`config.mk`:
```
export PLATFORM = sky130hd
export DESIGN_NAME = vci_ctrl_regs
export DESIGN_NICKNAME = d
export VERILOG_FILES = /design/src/hw/vci_pkg.sv /design/src/hw/vci_lr_scan.sv /design/src/hw/vci_ctrl_regs.sv
export VERILOG_INCLUDE_DIRS = /design/src /design/src/hw
export SDC_FILE = /design/constraint.sdc
export NUM_CORES = 1
export LEC_CHECK = 0
export BUFFER_PORTS_ARGS = -buffer_cell sky130_fd_sc_hd__buf_2
export CAP_MARGIN = 20
export CORE_AREA = 2 2 126 128
export DETAILED_ROUTE_END_ITERATION = 10
export DIE_AREA = 0 0 128 130
export PLACE_DENSITY = 0.53
export SYNTH_ARGS = -nofsm -noshare
export SYNTH_HDL_FRONTEND = slang
export SYNTH_SLANG_ARGS = --single-unit
```
`constraint.sdc`:
```
create_clock -name core_clk_i -period 1.73 [get_ports core_clk_i]
set_input_delay 0 -clock core_clk_i [delete_from_list [all_inputs] [get_ports core_clk_i]]
set_output_delay 0 -clock core_clk_i [all_outputs]
set_load 0.02 [all_outputs]
```
`src/hw/vci_consts.svh`:
```
// Offsets, field positions, reset values and build options of the block
`ifndef VCI_CONSTS_SVH
`define VCI_CONSTS_SVH

// Register byte offsets in the control frame
`define VCI_OFF_TYPE 12'h004
`define VCI_OFF_VMCTL 12'h008
`define VCI_OFF_MSTAT 12'h010

// Status bit positions
`define VCI_MS_EOI 0
`define VCI_MS_UNDER 1
`define VCI_MS_ABSENT 2
`define VCI_MS_NOPEND 3
`define VCI_MS_G0EN 4
`define VCI_MS_G0DIS 5
`define VCI_MS_G1EN 6
`define VCI_MS_G1DIS 7

// VM control fields
`define VCI_VM_PMASK_HI 31
`define VCI_VM_PMASK_LO 24
`define VCI_VM_BP0_HI 23
`define VCI_VM_BP0_LO 21
`define VCI_VM_BP1_HI 20
`define VCI_VM_BP1_LO 18
`define VCI_VM_SPLIT 9
`define VCI_VM_CBP 4
`define VCI_VM_FIQ 3
`define VCI_VM_ACK 2
`define VCI_VM_G1EN 1
`define VCI_VM_G0EN 0
// Writable bits; reserved bits 17:10 and 8:5 stay zero
`define VCI_VM_MASK 32'hfffc021f
// Reset value of the functional fields (undefined by the architecture)
`define VCI_VM_RESET 32'h00000000

// List entry state field and encodings
`define VCI_LR_ST_HI 29
`define VCI_LR_ST_LO 28
`define VCI_ST_INACT 2'h0
`define VCI_ST_PEND 2'h1
`define VCI_ST_ACT 2'h2
`define VCI_ST_ACTPEND 2'h3

// Type register build options
`define VCI_NUM_LR 4
`define VCI_PRI_M1 3'h4
`define VCI_PRE_M1 3'h4
`define VCI_IDW_16 3'h0
`define VCI_IDW_24 3'h1
`define VCI_SEI_SUP 1'b0
`define VCI_AFF3_SUP 1'b0
`define VCI_SPURIOUS_ID 10'h3fe

`endif

```
`src/hw/vci_pkg.sv`:
```
// Types shared by the virtual interface control block
`default_nettype none
package vci_pkg;
    typedef enum logic [1:0] {
        VCI_LR_INACTIVE,
        VCI_LR_PENDING,
        VCI_LR_ACTIVE,
        VCI_LR_ACT_PEND
    } vci_lr_state_t;
    typedef logic [31:0] vci_word_t;
endpackage
`default_nettype wire

```
`src/hw/vci_lr_scan.sv`:
```
// List entry scan: flags at most one valid entry and no pending entry
`default_nettype none
`include "vci_consts.svh"
module vci_lr_scan (
    input wire logic [`VCI_NUM_LR*32-1:0] list_entry_reg_i,
    output logic le_one_valid_o,
    output logic none_pending_o
);
    logic [`VCI_NUM_LR-1:0] valid_bit;
    logic [`VCI_NUM_LR-1:0] pend_bit;

    // Per entry decode of the two-bit state field
    genvar g;
    generate
        for (g = 0; g < `VCI_NUM_LR; g++) begin : g_ent
            logic [1:0] st;
            assign st = list_entry_reg_i[g*32+`VCI_LR_ST_HI -: 2];
            assign valid_bit[g] = (st != `VCI_ST_INACT);
            // Active-and-pending does not count as pending
            assign pend_bit[g] = (st == `VCI_ST_PEND);
        end
    endgenerate

    // Zero or one valid: clear the lowest set bit and test for empty
    assign le_one_valid_o =
        ((valid_bit & (valid_bit - 1'b1)) == '0);
    assign none_pending_o = (pend_bit == '0);
endmodule
`default_nettype wire

```
`src/hw/vci_ctrl_regs.sv`:
```
// Hypervisor view registers of the virtual CPU interface
`default_nettype none
`include "vci_consts.svh"
// How it works
// - Absent flag bit 2 set when its enable and end count nonzero.
// - Underflow bit 1 set when enabled and at most one entry valid.
// - EOI bit 0 set while any end-of-interrupt status bit is one.
// - Only state 01 counts as pending, not active-and-pending.
// - Priority mask bits 31:24; signal only priorities above the mask.
// - Group 0 binary point bits 23:21; also group 1 when common set.
// - Group 1 binary point bits 20:18 used when common bit clear.
// - Bit 9 splits priority drop from deactivate; may read as one.
// - Bit 4 selects which binary point governs group 1.
// - Bit 3 presents group 0 as fast interrupts when set.
// - Bit 2 clear makes group 1 acknowledge return identifier 1022.
// - Bits 1 and 0 enable groups 1 and 0, mirroring guest writes.
// - Control reserved bits read zero; functional reset value undefined.
// - Type bits 31:29 priority bits minus one, 28:26 preempt minus one.
// - Type bits 25:23 identifier width code: 000 16, 001 24 bits.
// - Type bit 22 reports system error interrupt support.
// - Type bit 21 reports nonzero top affinity support.
// - Type bits 4:0 list count minus one; 20:5 read zero.
// - Maintenance output high only with a status bit and global enable.
// - Entry state 00 inactive, 01 pending, 10 active, 11 both.
module vci_ctrl_regs #(
    parameter bit SPLIT_RAO = 1'b0
) (
    input wire logic core_clk_i,
    input wire logic arst_n_i,
    // Register frame port
    input wire logic reg_sel_i,
    input wire logic reg_wr_i,
    input wire logic [11:0] reg_addr_i,
    input wire logic [31:0] reg_wdata_i,
    output logic [31:0] reg_rdata_o,
    // Hypervisor control and list state from outside
    input wire logic hyp_global_enable_i,
    input wire logic list_entry_absent_irq_enable_i,
    input wire logic underflow_irq_enable_i,
    input wire logic no_pending_irq_enable_i,
    input wire logic group0_state_irq_enable_i,
    input wire logic group1_state_irq_enable_i,
    input wire logic [4:0] end_of_irq_counter_i,
    input wire logic [31:0] eoi_status_vector_i,
    input wire logic [`VCI_NUM_LR*32-1:0] list_entry_reg_i,
    // Guest writes mirrored into the control register
    input wire logic guest_pmask_wr_i,
    input wire logic guest_binpoint_wr_i,
    input wire logic guest_alias_binpoint_wr_i,
    input wire logic guest_ctl_wr_i,
    input wire logic [31:0] guest_wdata_i,
    // Candidate interrupt for the virtual interface
    input wire logic cand_valid_i,
    input wire logic cand_group1_i,
    input wire logic [7:0] cand_priority_i,
    input wire logic [9:0] cand_id_i,
    // Derived behaviour
    output logic maint_irq_o,
    output logic virt_irq_o,
    output logic virt_fiq_o,
    output logic [9:0] ack_id_o,
    output logic [2:0] group1_binpoint_o,
    output logic eoi_deactivates_o
);
    vci_pkg::vci_word_t vm_control_alias;
    logic hyp_vm_wr;
    logic hyp_rd;
    logic [7:0] maintenance_irq_status;
    logic [7:0] next_status;
    logic le_one_valid;
    logic none_pending;
    vci_pkg::vci_word_t virtual_type_info;
    vci_pkg::vci_word_t next_rdata;
    logic virt_eoi_split_mode;
    logic virt_common_binpoint;
    logic virt_fast_irq_select;
    logic virt_ack_control;
    logic virt_group1_enable;
    logic virt_group0_enable;
    logic [7:0] virt_priority_mask;
    logic [2:0] virt_binary_point_g0;
    logic [2:0] virt_binary_point_g1;
    logic above_mask;
    logic group_on;
    // Reset image of the control word; its field values are a free choice
    localparam vci_pkg::vci_word_t VM_RESET_WORD = `VCI_VM_RESET;

    vci_lr_scan u_scan (
        .list_entry_reg_i(list_entry_reg_i),
        .le_one_valid_o(le_one_valid),
        .none_pending_o(none_pending)
    );

    // Hypervisor restore through the frame; it wins over guest mirrors
    assign hyp_vm_wr = reg_sel_i && reg_wr_i &&
        (reg_addr_i == `VCI_OFF_VMCTL);

    // Priority mask follows the guest's mask writes
    always_ff @(posedge core_clk_i or negedge arst_n_i) begin
        if (!arst_n_i) begin
            virt_priority_mask <=
                VM_RESET_WORD[`VCI_VM_PMASK_HI:`VCI_VM_PMASK_LO];
        end else if (hyp_vm_wr) begin
            virt_priority_mask <=
                reg_wdata_i[`VCI_VM_PMASK_HI:`VCI_VM_PMASK_LO];
        end else if (guest_pmask_wr_i) begin
            virt_priority_mask <= guest_wdata_i[7:0];
        end
    end

    // Group 0 binary point follows the guest's binary point writes
    always_ff @(posedge core_clk_i or negedge arst_n_i) begin
        if (!arst_n_i) begin
            virt_binary_point_g0 <=
                VM_RESET_WORD[`VCI_VM_BP0_HI:`VCI_VM_BP0_LO];
        end else if (hyp_vm_wr) begin
            virt_binary_point_g0 <=
                reg_wdata_i[`VCI_VM_BP0_HI:`VCI_VM_BP0_LO];
        end else if (guest_binpoint_wr_i) begin
            virt_binary_point_g0 <= guest_wdata_i[2:0];
        end
    end

    // Group 1 binary point follows the aliased binary point writes
    always_ff @(posedge core_clk_i or negedge arst_n_i) begin
        if (!arst_n_i) begin
            virt_binary_point_g1 <=
                VM_RESET_WORD[`VCI_VM_BP1_HI:`VCI_VM_BP1_LO];
        end else if (hyp_vm_wr) begin
            virt_binary_point_g1 <=
                reg_wdata_i[`VCI_VM_BP1_HI:`VCI_VM_BP1_LO];
        end else if (guest_alias_binpoint_wr_i) begin
            virt_binary_point_g1 <= guest_wdata_i[2:0];
        end
    end

    // Split mode; with SPLIT_RAO the bit is pinned high, even after reset
    always_ff @(posedge core_clk_i or negedge arst_n_i) begin
        if (!arst_n_i) begin
            virt_eoi_split_mode <= VM_RESET_WORD[`VCI_VM_SPLIT] | SPLIT_RAO;
        end else if (SPLIT_RAO) begin
            virt_eoi_split_mode <= 1'b1;
        end else if (hyp_vm_wr) begin
            virt_eoi_split_mode <= reg_wdata_i[`VCI_VM_SPLIT];
        end else if (guest_ctl_wr_i) begin
            virt_eoi_split_mode <= guest_wdata_i[9];
        end
    end

    // Common binary point; guest control layout puts it at bit 4
    always_ff @(posedge core_clk_i or negedge arst_n_i) begin
        if (!arst_n_i) begin
            virt_common_binpoint <= VM_RESET_WORD[`VCI_VM_CBP];
        end else if (hyp_vm_wr) begin
            virt_common_binpoint <= reg_wdata_i[`VCI_VM_CBP];
        end else if (guest_ctl_wr_i) begin
            virt_common_binpoint <= guest_wdata_i[4];
        end
    end

    // Fast interrupt select from guest control bit 3
    always_ff @(posedge core_clk_i or negedge arst_n_i) begin
        if (!arst_n_i) begin
            virt_fast_irq_select <= VM_RESET_WORD[`VCI_VM_FIQ];
        end else if (hyp_vm_wr) begin
            virt_fast_irq_select <= reg_wdata_i[`VCI_VM_FIQ];
        end else if (guest_ctl_wr_i) begin
            virt_fast_irq_select <= guest_wdata_i[3];
        end
    end

    // Acknowledge control from guest control bit 2
    always_ff @(posedge core_clk_i or negedge arst_n_i) begin
        if (!arst_n_i) begin
            virt_ack_control <= VM_RESET_WORD[`VCI_VM_ACK];
        end else if (hyp_vm_wr) begin
            virt_ack_control <= reg_wdata_i[`VCI_VM_ACK];
        end else if (guest_ctl_wr_i) begin
            virt_ack_control <= guest_wdata_i[2];
        end
    end

    // Group 1 enable from guest control bit 1
    always_ff @(posedge core_clk_i or negedge arst_n_i) begin
        if (!arst_n_i) begin
            virt_group1_enable <= VM_RESET_WORD[`VCI_VM_G1EN];
        end else if (hyp_vm_wr) begin
            virt_group1_enable <= reg_wdata_i[`VCI_VM_G1EN];
        end else if (guest_ctl_wr_i) begin
            virt_group1_enable <= guest_wdata_i[1];
        end
    end

    // Group 0 enable from guest control bit 0
    always_ff @(posedge core_clk_i or negedge arst_n_i) begin
        if (!arst_n_i) begin
            virt_group0_enable <= VM_RESET_WORD[`VCI_VM_G0EN];
        end else if (hyp_vm_wr) begin
            virt_group0_enable <= reg_wdata_i[`VCI_VM_G0EN];
        end else if (guest_ctl_wr_i) begin
            virt_group0_enable <= guest_wdata_i[0];
        end
    end

    // Register view; reserved bits hold no storage, so they read zero
    always_comb begin
        vm_control_alias = 32'h00000000;
        vm_control_alias[`VCI_VM_PMASK_HI:`VCI_VM_PMASK_LO] =
            virt_priority_mask;
        vm_control_alias[`VCI_VM_BP0_HI:`VCI_VM_BP0_LO] =
            virt_binary_point_g0;
        vm_control_alias[`VCI_VM_BP1_HI:`VCI_VM_BP1_LO] =
            virt_binary_point_g1;
        vm_control_alias[`VCI_VM_SPLIT] = virt_eoi_split_mode;
        vm_control_alias[`VCI_VM_CBP] = virt_common_binpoint;
        vm_control_alias[`VCI_VM_FIQ] = virt_fast_irq_select;
        vm_control_alias[`VCI_VM_ACK] = virt_ack_control;
        vm_control_alias[`VCI_VM_G1EN] = virt_group1_enable;
        vm_control_alias[`VCI_VM_G0EN] = virt_group0_enable;
    end

    // Status is a pure function of its causes, sampled each clock
    always_comb begin
        next_status = 8'h00;
        next_status[`VCI_MS_EOI] = |eoi_status_vector_i;
        next_status[`VCI_MS_UNDER] =
            underflow_irq_enable_i & le_one_valid;
        next_status[`VCI_MS_ABSENT] = list_entry_absent_irq_enable_i &
            (end_of_irq_counter_i != 5'h00);
        next_status[`VCI_MS_NOPEND] =
            no_pending_irq_enable_i & none_pending;
        next_status[`VCI_MS_G0EN] =
            group0_state_irq_enable_i & virt_group0_enable;
        next_status[`VCI_MS_G0DIS] =
            group0_state_irq_enable_i & ~virt_group0_enable;
        next_status[`VCI_MS_G1EN] =
            group1_state_irq_enable_i & virt_group1_enable;
        next_status[`VCI_MS_G1DIS] =
            group1_state_irq_enable_i & ~virt_group1_enable;
    end

    // Registered so a read and the interrupt agree on one value
    always_ff @(posedge core_clk_i or negedge arst_n_i) begin
        if (!arst_n_i) begin
            maintenance_irq_status <= 8'h00;
        end else begin
            maintenance_irq_status <= next_status;
        end
    end

    // Maintenance request gated by the global enable
    assign maint_irq_o =
        (|maintenance_irq_status) & hyp_global_enable_i;

    // Type register is fixed at build time
    assign virtual_type_info = {
        `VCI_PRI_M1,
        `VCI_PRE_M1,
        `VCI_IDW_16,
        `VCI_SEI_SUP,
        `VCI_AFF3_SUP,
        16'h0000,
        5'(`VCI_NUM_LR - 1)
    };

    // Read mux; unmapped offsets return zero
    always_comb begin
        case (reg_addr_i)
            `VCI_OFF_TYPE: next_rdata = virtual_type_info;
            `VCI_OFF_VMCTL: next_rdata = vm_control_alias;
            `VCI_OFF_MSTAT: next_rdata = {24'h000000, maintenance_irq_status};
            default: next_rdata = 32'h00000000;
        endcase
    end

    // Read strobe; the held data only changes on a read
    assign hyp_rd = reg_sel_i && !reg_wr_i;

    always_ff @(posedge core_clk_i or negedge arst_n_i) begin
        if (!arst_n_i) begin
            reg_rdata_o <= 32'h00000000;
        end else if (hyp_rd) begin
            reg_rdata_o <= next_rdata;
        end
    end

    // Lower number means higher priority, so strictly below the mask
    assign above_mask = cand_priority_i < virt_priority_mask;
    assign group_on = cand_group1_i ? virt_group1_enable
                                    : virt_group0_enable;
    assign virt_fiq_o = cand_valid_i & above_mask & group_on &
        ~cand_group1_i & virt_fast_irq_select;
    assign virt_irq_o = cand_valid_i & above_mask & group_on &
        (cand_group1_i | ~virt_fast_irq_select);

    // Acknowledge value seen by the guest
    assign ack_id_o = (cand_group1_i && !virt_ack_control) ?
        `VCI_SPURIOUS_ID : cand_id_i;

    // Binary point governing group 1
    assign group1_binpoint_o = virt_common_binpoint ?
        virt_binary_point_g0 : virt_binary_point_g1;
    assign eoi_deactivates_o = ~virt_eoi_split_mode;
endmodule
`default_nettype wire

```
After elaboration in Yosys (flattened, before gate mapping)
Index checks and enable logic that the tools add are counted.
{"block": "word_totals", "elab_cells": 81, "output_inout_bits": 49, "inputBits": 275, "reg_bits": 60}
{"block": "op_classes", "n_mux": 22, "reduce_logical": 19, "eq_ne": 7, "magnitude_cmp": 1, "add_sub_neg": 1, "bitwise": 20}
{"cell": "$pmux 32 s3", "count": 1}
{"cell": "$reduce_or 32->1", "count": 1}
{"cell": "$mux 8", "count": 2}
{"cell": "$reduce_bool 2->1", "count": 8}
{"cell": "$mux 3", "count": 5}
{"cell": "$and 1x1->1", "count": 13}
{"cell": "$mux 1", "count": 13}
{"cell": "$eq 12x3->1 const B", "count": 1}
{"cell": "$eq 12x4->1 const B", "count": 1}
{"cell": "$eq 12x5->1 const B", "count": 1}
{"cell": "$mux 10", "count": 1}
{"cell": "$eq 2x1->1 const B", "count": 4}
{"cell": "$logic_not 4->1", "count": 2}
{"cell": "$lt 8x8->1", "count": 1}
{"cell": "$reduce_or 8->1", "count": 1}
{"cell": "$not 1->1", "count": 5}
{"cell": "$reduce_bool 5->1", "count": 1}
{"cell": "$and 4x4->4", "count": 1}
{"cell": "$logic_and 1x1->1", "count": 4}
{"cell": "$sub 4x1->4 const B", "count": 1}
{"cell": "$logic_not 1->1", "count": 2}
{"cell": "$or 1x1->1", "count": 1}

Depth between registers and ports, before layout
{"block": "logic_depth", "word_depth": 5, "depth_mapped": 5, "depth_no_buf": 5}

Hierarchy
A second synthesis with hierarchy kept.
{"block": "unflattened", "hier_cells": 263, "area_unflattened_um2": 2720.1}
{"module": "vci_ctrl_regs", "cells_per_inst": 253, "area_per_inst_um2": 2628.8, "instances": 1}
{"module": "vci_lr_scan", "cells_per_inst": 10, "area_per_inst_um2": 91.3, "instances": 1}

Least setup slack after synthesis
OpenSTA, ideal clock, no wires.
{"block": "synth_path", "path_kind": "flip-flop to output port", "start": "register virt_priority_mask[2]", "end": "output port virt_fiq_o", "slack_ns": -0.397, "path_stages_with_launch": 6, "n_path_buf": 0, "t_required_ns": 1.730, "arrival_ns": 2.127, "path_cell_list": "dfrtp_1 > inv_1 > ha_1 > a211oi_1 > o21ai_0 > a2111oi_0"}
{"block": "synth_between", "elab_chain_cells": 5}
{"item": "from (decl)", "line_no": "vci_ctrl_regs.sv:80", "source": "logic [7:0] virt_priority_mask;"}
{"item": "from (signal assigned)", "line_no": "vci_ctrl_regs.sv:101", "source": "virt_priority_mask <="}
{"item": "from (signal assigned)", "line_no": "vci_ctrl_regs.sv:104", "source": "virt_priority_mask <="}
{"item": "from (signal assigned)", "line_no": "vci_ctrl_regs.sv:107", "source": "virt_priority_mask <= guest_wdata_i[7:0];"}
{"item": "$lt 8x8->1", "line_no": "vci_ctrl_regs.sv:288", "source": "assign above_mask = cand_priority_i < virt_priority_mask;"}
{"item": "$and 1x1->1 (3 in a row)", "line_no": "vci_ctrl_regs.sv:291", "source": "assign virt_fiq_o = cand_valid_i & above_mask & group_on &"}
{"item": "$and 1x1->1", "line_no": "vci_ctrl_regs.sv:292", "source": "~cand_group1_i & virt_fast_irq_select;"}
{"item": "to (decl)", "line_no": "vci_ctrl_regs.sv:60", "source": "output logic virt_fiq_o,"}
Every way passes these cells.

Worst setup path in the final report
{"block": "layout_path", "start": "register virt_priority_mask[5]", "end": "output port virt_fiq_o"}
Same word-level chain as after synthesis.

==> qor.yml <==
run_status:
  status: "complete, but fails checks"
  violations: "setup timing"
global_route:
  grt_max_degree: 52
  grt_overflow: 0
  grt_pass1_wl_mm: 14.9
  first_global_vias: 2769
  grtUsageTotal: 0.118
  antenna_found_initial: 3
layout:
  area_growth_pct: 56.6
  layout_commonest_cell: "buf_2"
  layout-drive-gt1-share: 0.518
  fillers: 1646
  final_nets: 729
  final_cell_mix: "157 x buf_2, 51 x dfrtp_1, 27 x dlygate4sd3_1"
  final_util: 0.286
clock_tree:
  clock_path_buffers: 2
  cts_buffers: 5
  clk_latency_ns: 0.30
  clkTransAtPathRegs_ns: 0.07
  htreeDepth: 2
  clock_sinks: 51
  cts-root-buf: "clkbuf_16"
  cts_tree: "built"
pwr:
  p_total_w: 0.00315
  p_leak_nw: 2.21
  powerDensity_nw_per_um2: 713
  ir_drop_uv: 367
sta:
  rsz0062_at_grt: "yes"
  slew_headroom: 0.549
  setup_viol: 1
  fin_crit_sh: 1.04
  fin_ws_ns: -0.0662
  clock_skew_ns: 0.00331
  slew_violations: 0
  setup_tns_ns: -0.0662
  finalHoldViolCount: 0
  clock.fmax_mhz: 557
  period_needed_ns: 1.80
  worstMarginPinSlew_ns: 0.677
synth:
  synth-seq-cells: 51
  postSynthAreaPerCell_sq_um: 11.1
  netlist_area_sq_um: 2820
  ys_seq_area_frac: 0.453
  synth_warnings: 0
  synth.distinct_cells: 46
  synth_edf_count: 0
  synthArstFlopShare: 1.00
  synth_top_flop_cell: "dfrtp_1"
  synthCells: 254
route:
  wl_mm: 10.1
  drtIter0Drc: 80
  ant_nets: 0
  firstDrtPassIters: 4
  wire_per_inst_microns: 15.7
  drc: 0
  vias_per_cell: 4.18
  vias: 2684
run:
  cap_viol_max_count: 0
setup_path:
  critPathArrivalTime_ns: 1.80
  crit_path_start_kind: "flip-flop"
  crit_buf_inv: 2
  worstSetupPathType: "reg2out"
  end_kind: "output port"
  worstPathCellList: "inv_2, ha_4, a21oi_4, o2111ai_4, a2111oi_4, buf_4"
  crit_fanout: 2
  critical_path_required_ns: 1.73
  max_stage_delay_ns: 0.39
  slowest_stage: "dfrtp_1"
  path_delay_family: "compound AO/OA/AOI/OAI gates"
placement:
  gp_congestion: 0.762
  numPortBuffers: 159
  hpwl_mm: 8.04
floorplanning:
  initial_utilization: 0.183
  dieArea_sq_um: 16600
  dieWidth_microns: 128
  pin_count: 324
  die_h_microns: 130
  coreArea_sq_um: 15400
  rows: 46
min_path:
  min_path_type: "in2reg"
sequential cells by signal, summed over array words and instances (netlist names):
| name | flops |
|---|---|
| virt_common_binpoint | 1 |
| virt_group1_enable | 1 |
| virt_binary_point_g0 | 3 |
| virt_binary_point_g1 | 3 |
| virt_fast_irq_select | 1 |
| reg_rdata_o | 23 |
| maintenance_irq_status | 8 |
| virt_eoi_split_mode | 1 |
| virt_priority_mask | 8 |
| virt_group0_enable | 1 |
| virt_ack_control | 1 |
layout make-up:
type                       instances  area [sq um]  area share
tap                              192           240      0.0544
antenna                            2          5.00     0.00113
multi-input combinational        182          1540       0.349
inverter                          13          48.8      0.0111
timing repair buffer             194          1130       0.256
clock inverter                     2          35.0     0.00793
clock buffer                       6           139      0.0315
sequential                        51          1280       0.289
cells in the mapped netlist (all sizes together) (2+ instances only):
library cell  count  area share
a211oi            3      0.0080
a21oi             3      0.0053
a22o             13       0.040
a22oi             3      0.0080
and2              3      0.0067
buf              13       0.036
clkbuf            3      0.0040
dfrtp            51        0.45
ha                7       0.031
inv              13       0.017
mux2             35        0.17
nand2            26       0.035
nand2b           11       0.024
nand4             3      0.0089
nor2              3      0.0040
nor2b             6       0.013
nor3              3      0.0053
nor3b             3       0.012
nor4             12       0.029
nor4bb            2      0.0071
o21ai            18       0.032
o22ai             2      0.0044
o31ai             3      0.0080
power breakdown:
group	internal [W]	total (W)	switching, W
combinational	0.000357	0.000685	0.000328
sequential	0.00125	0.00129	0.0000439
clock	0.000720	0.00117	0.000453
total	0.00232	0.00315	0.000825
worst register-to-register path, delay by kind of cell (launching register included):
kind / cells / cell delay, ns
AOI/OAI and AO/OA: 2 / 0.37
DFF: 1 / 0.38
and+or+nand+nor: 1 / 0.13
buffers and inverters: 1 / 0.16
timing repair:
action | in CTS | in global routing
hold endpoints to repair | 78 | 0
resized for setup | 10 | 14
hold buffers | 27 | 0
pin swaps | 4 | 3
buffers inserted | 1 | 2
endpoints found under the setup margin | 2 | 2
routing by layer:
metal	GRT usage	share of wire
met1	0.142	0.43
met2	0.189	0.44
met3	0.0570	0.11
met4	0.0356	0.012
met5	0	0.0013
cells by family (layout without fill, tap and decap cells):
family                     after synthesis  count (layout)  share of synthesized area
and+or+nand+nor                         80              80                      0.167
muxes                                   35              35                      0.166
adders and majority gates                8               8                     0.0346
other                                    1              11                    0.00133
AOI/OAI and AO/OA                       50              50                      0.121
DFF                                     51              51                      0.453
buffers and inverters                   29             215                     0.0572
worst paths after layout:
| kind | startpoint | end | slack [ns] | depth (start not counted) |
|---|---|---|---|---|
| max | virt_priority_mask[5] | virt_fiq_o | -0.07 | 6 |
| min | eoi_status_vector_i[22] | maintenance_irq_status[0] | 0.009 | 4 |
| max reg2reg | virt_group1_enable | reg_rdata_o[1] | 0.57 | 4 |
| min reg2reg | reg_rdata_o[28] | reg_rdata_o[28] | 0.48 | 2 |
| max in group asynchronous | arst_n_i | reg_rdata_o[6] | 0.92 | 3 |
| min in group asynchronous | arst_n_i | virt_priority_mask[6] | 0.35 | 3 |
metrics by stage:
| stage | setup slack [ns] | std cells | hold WS (ns) | instance area (sq um) |
|---|---|---|---|---|
| 2_1_floorplan | 0.0896 | 262 | -0.296 | 2860 |
| 3_3_place_gp | 0.0268 | 602 | 0.158 | 3820 |
| 3_5_place_dp | -0.0129 | 602 | 0.176 | 3820 |
| 4_1_cts | -0.134 | 638 | 0.00535 | 4310 |
| 5_1_grt | -0.127 | 641 | 0.0188 | 4410 |
| 6_report | -0.0662 | 642 | 0.00859 | 4420 |
Power figures use the tool's default switching activity.
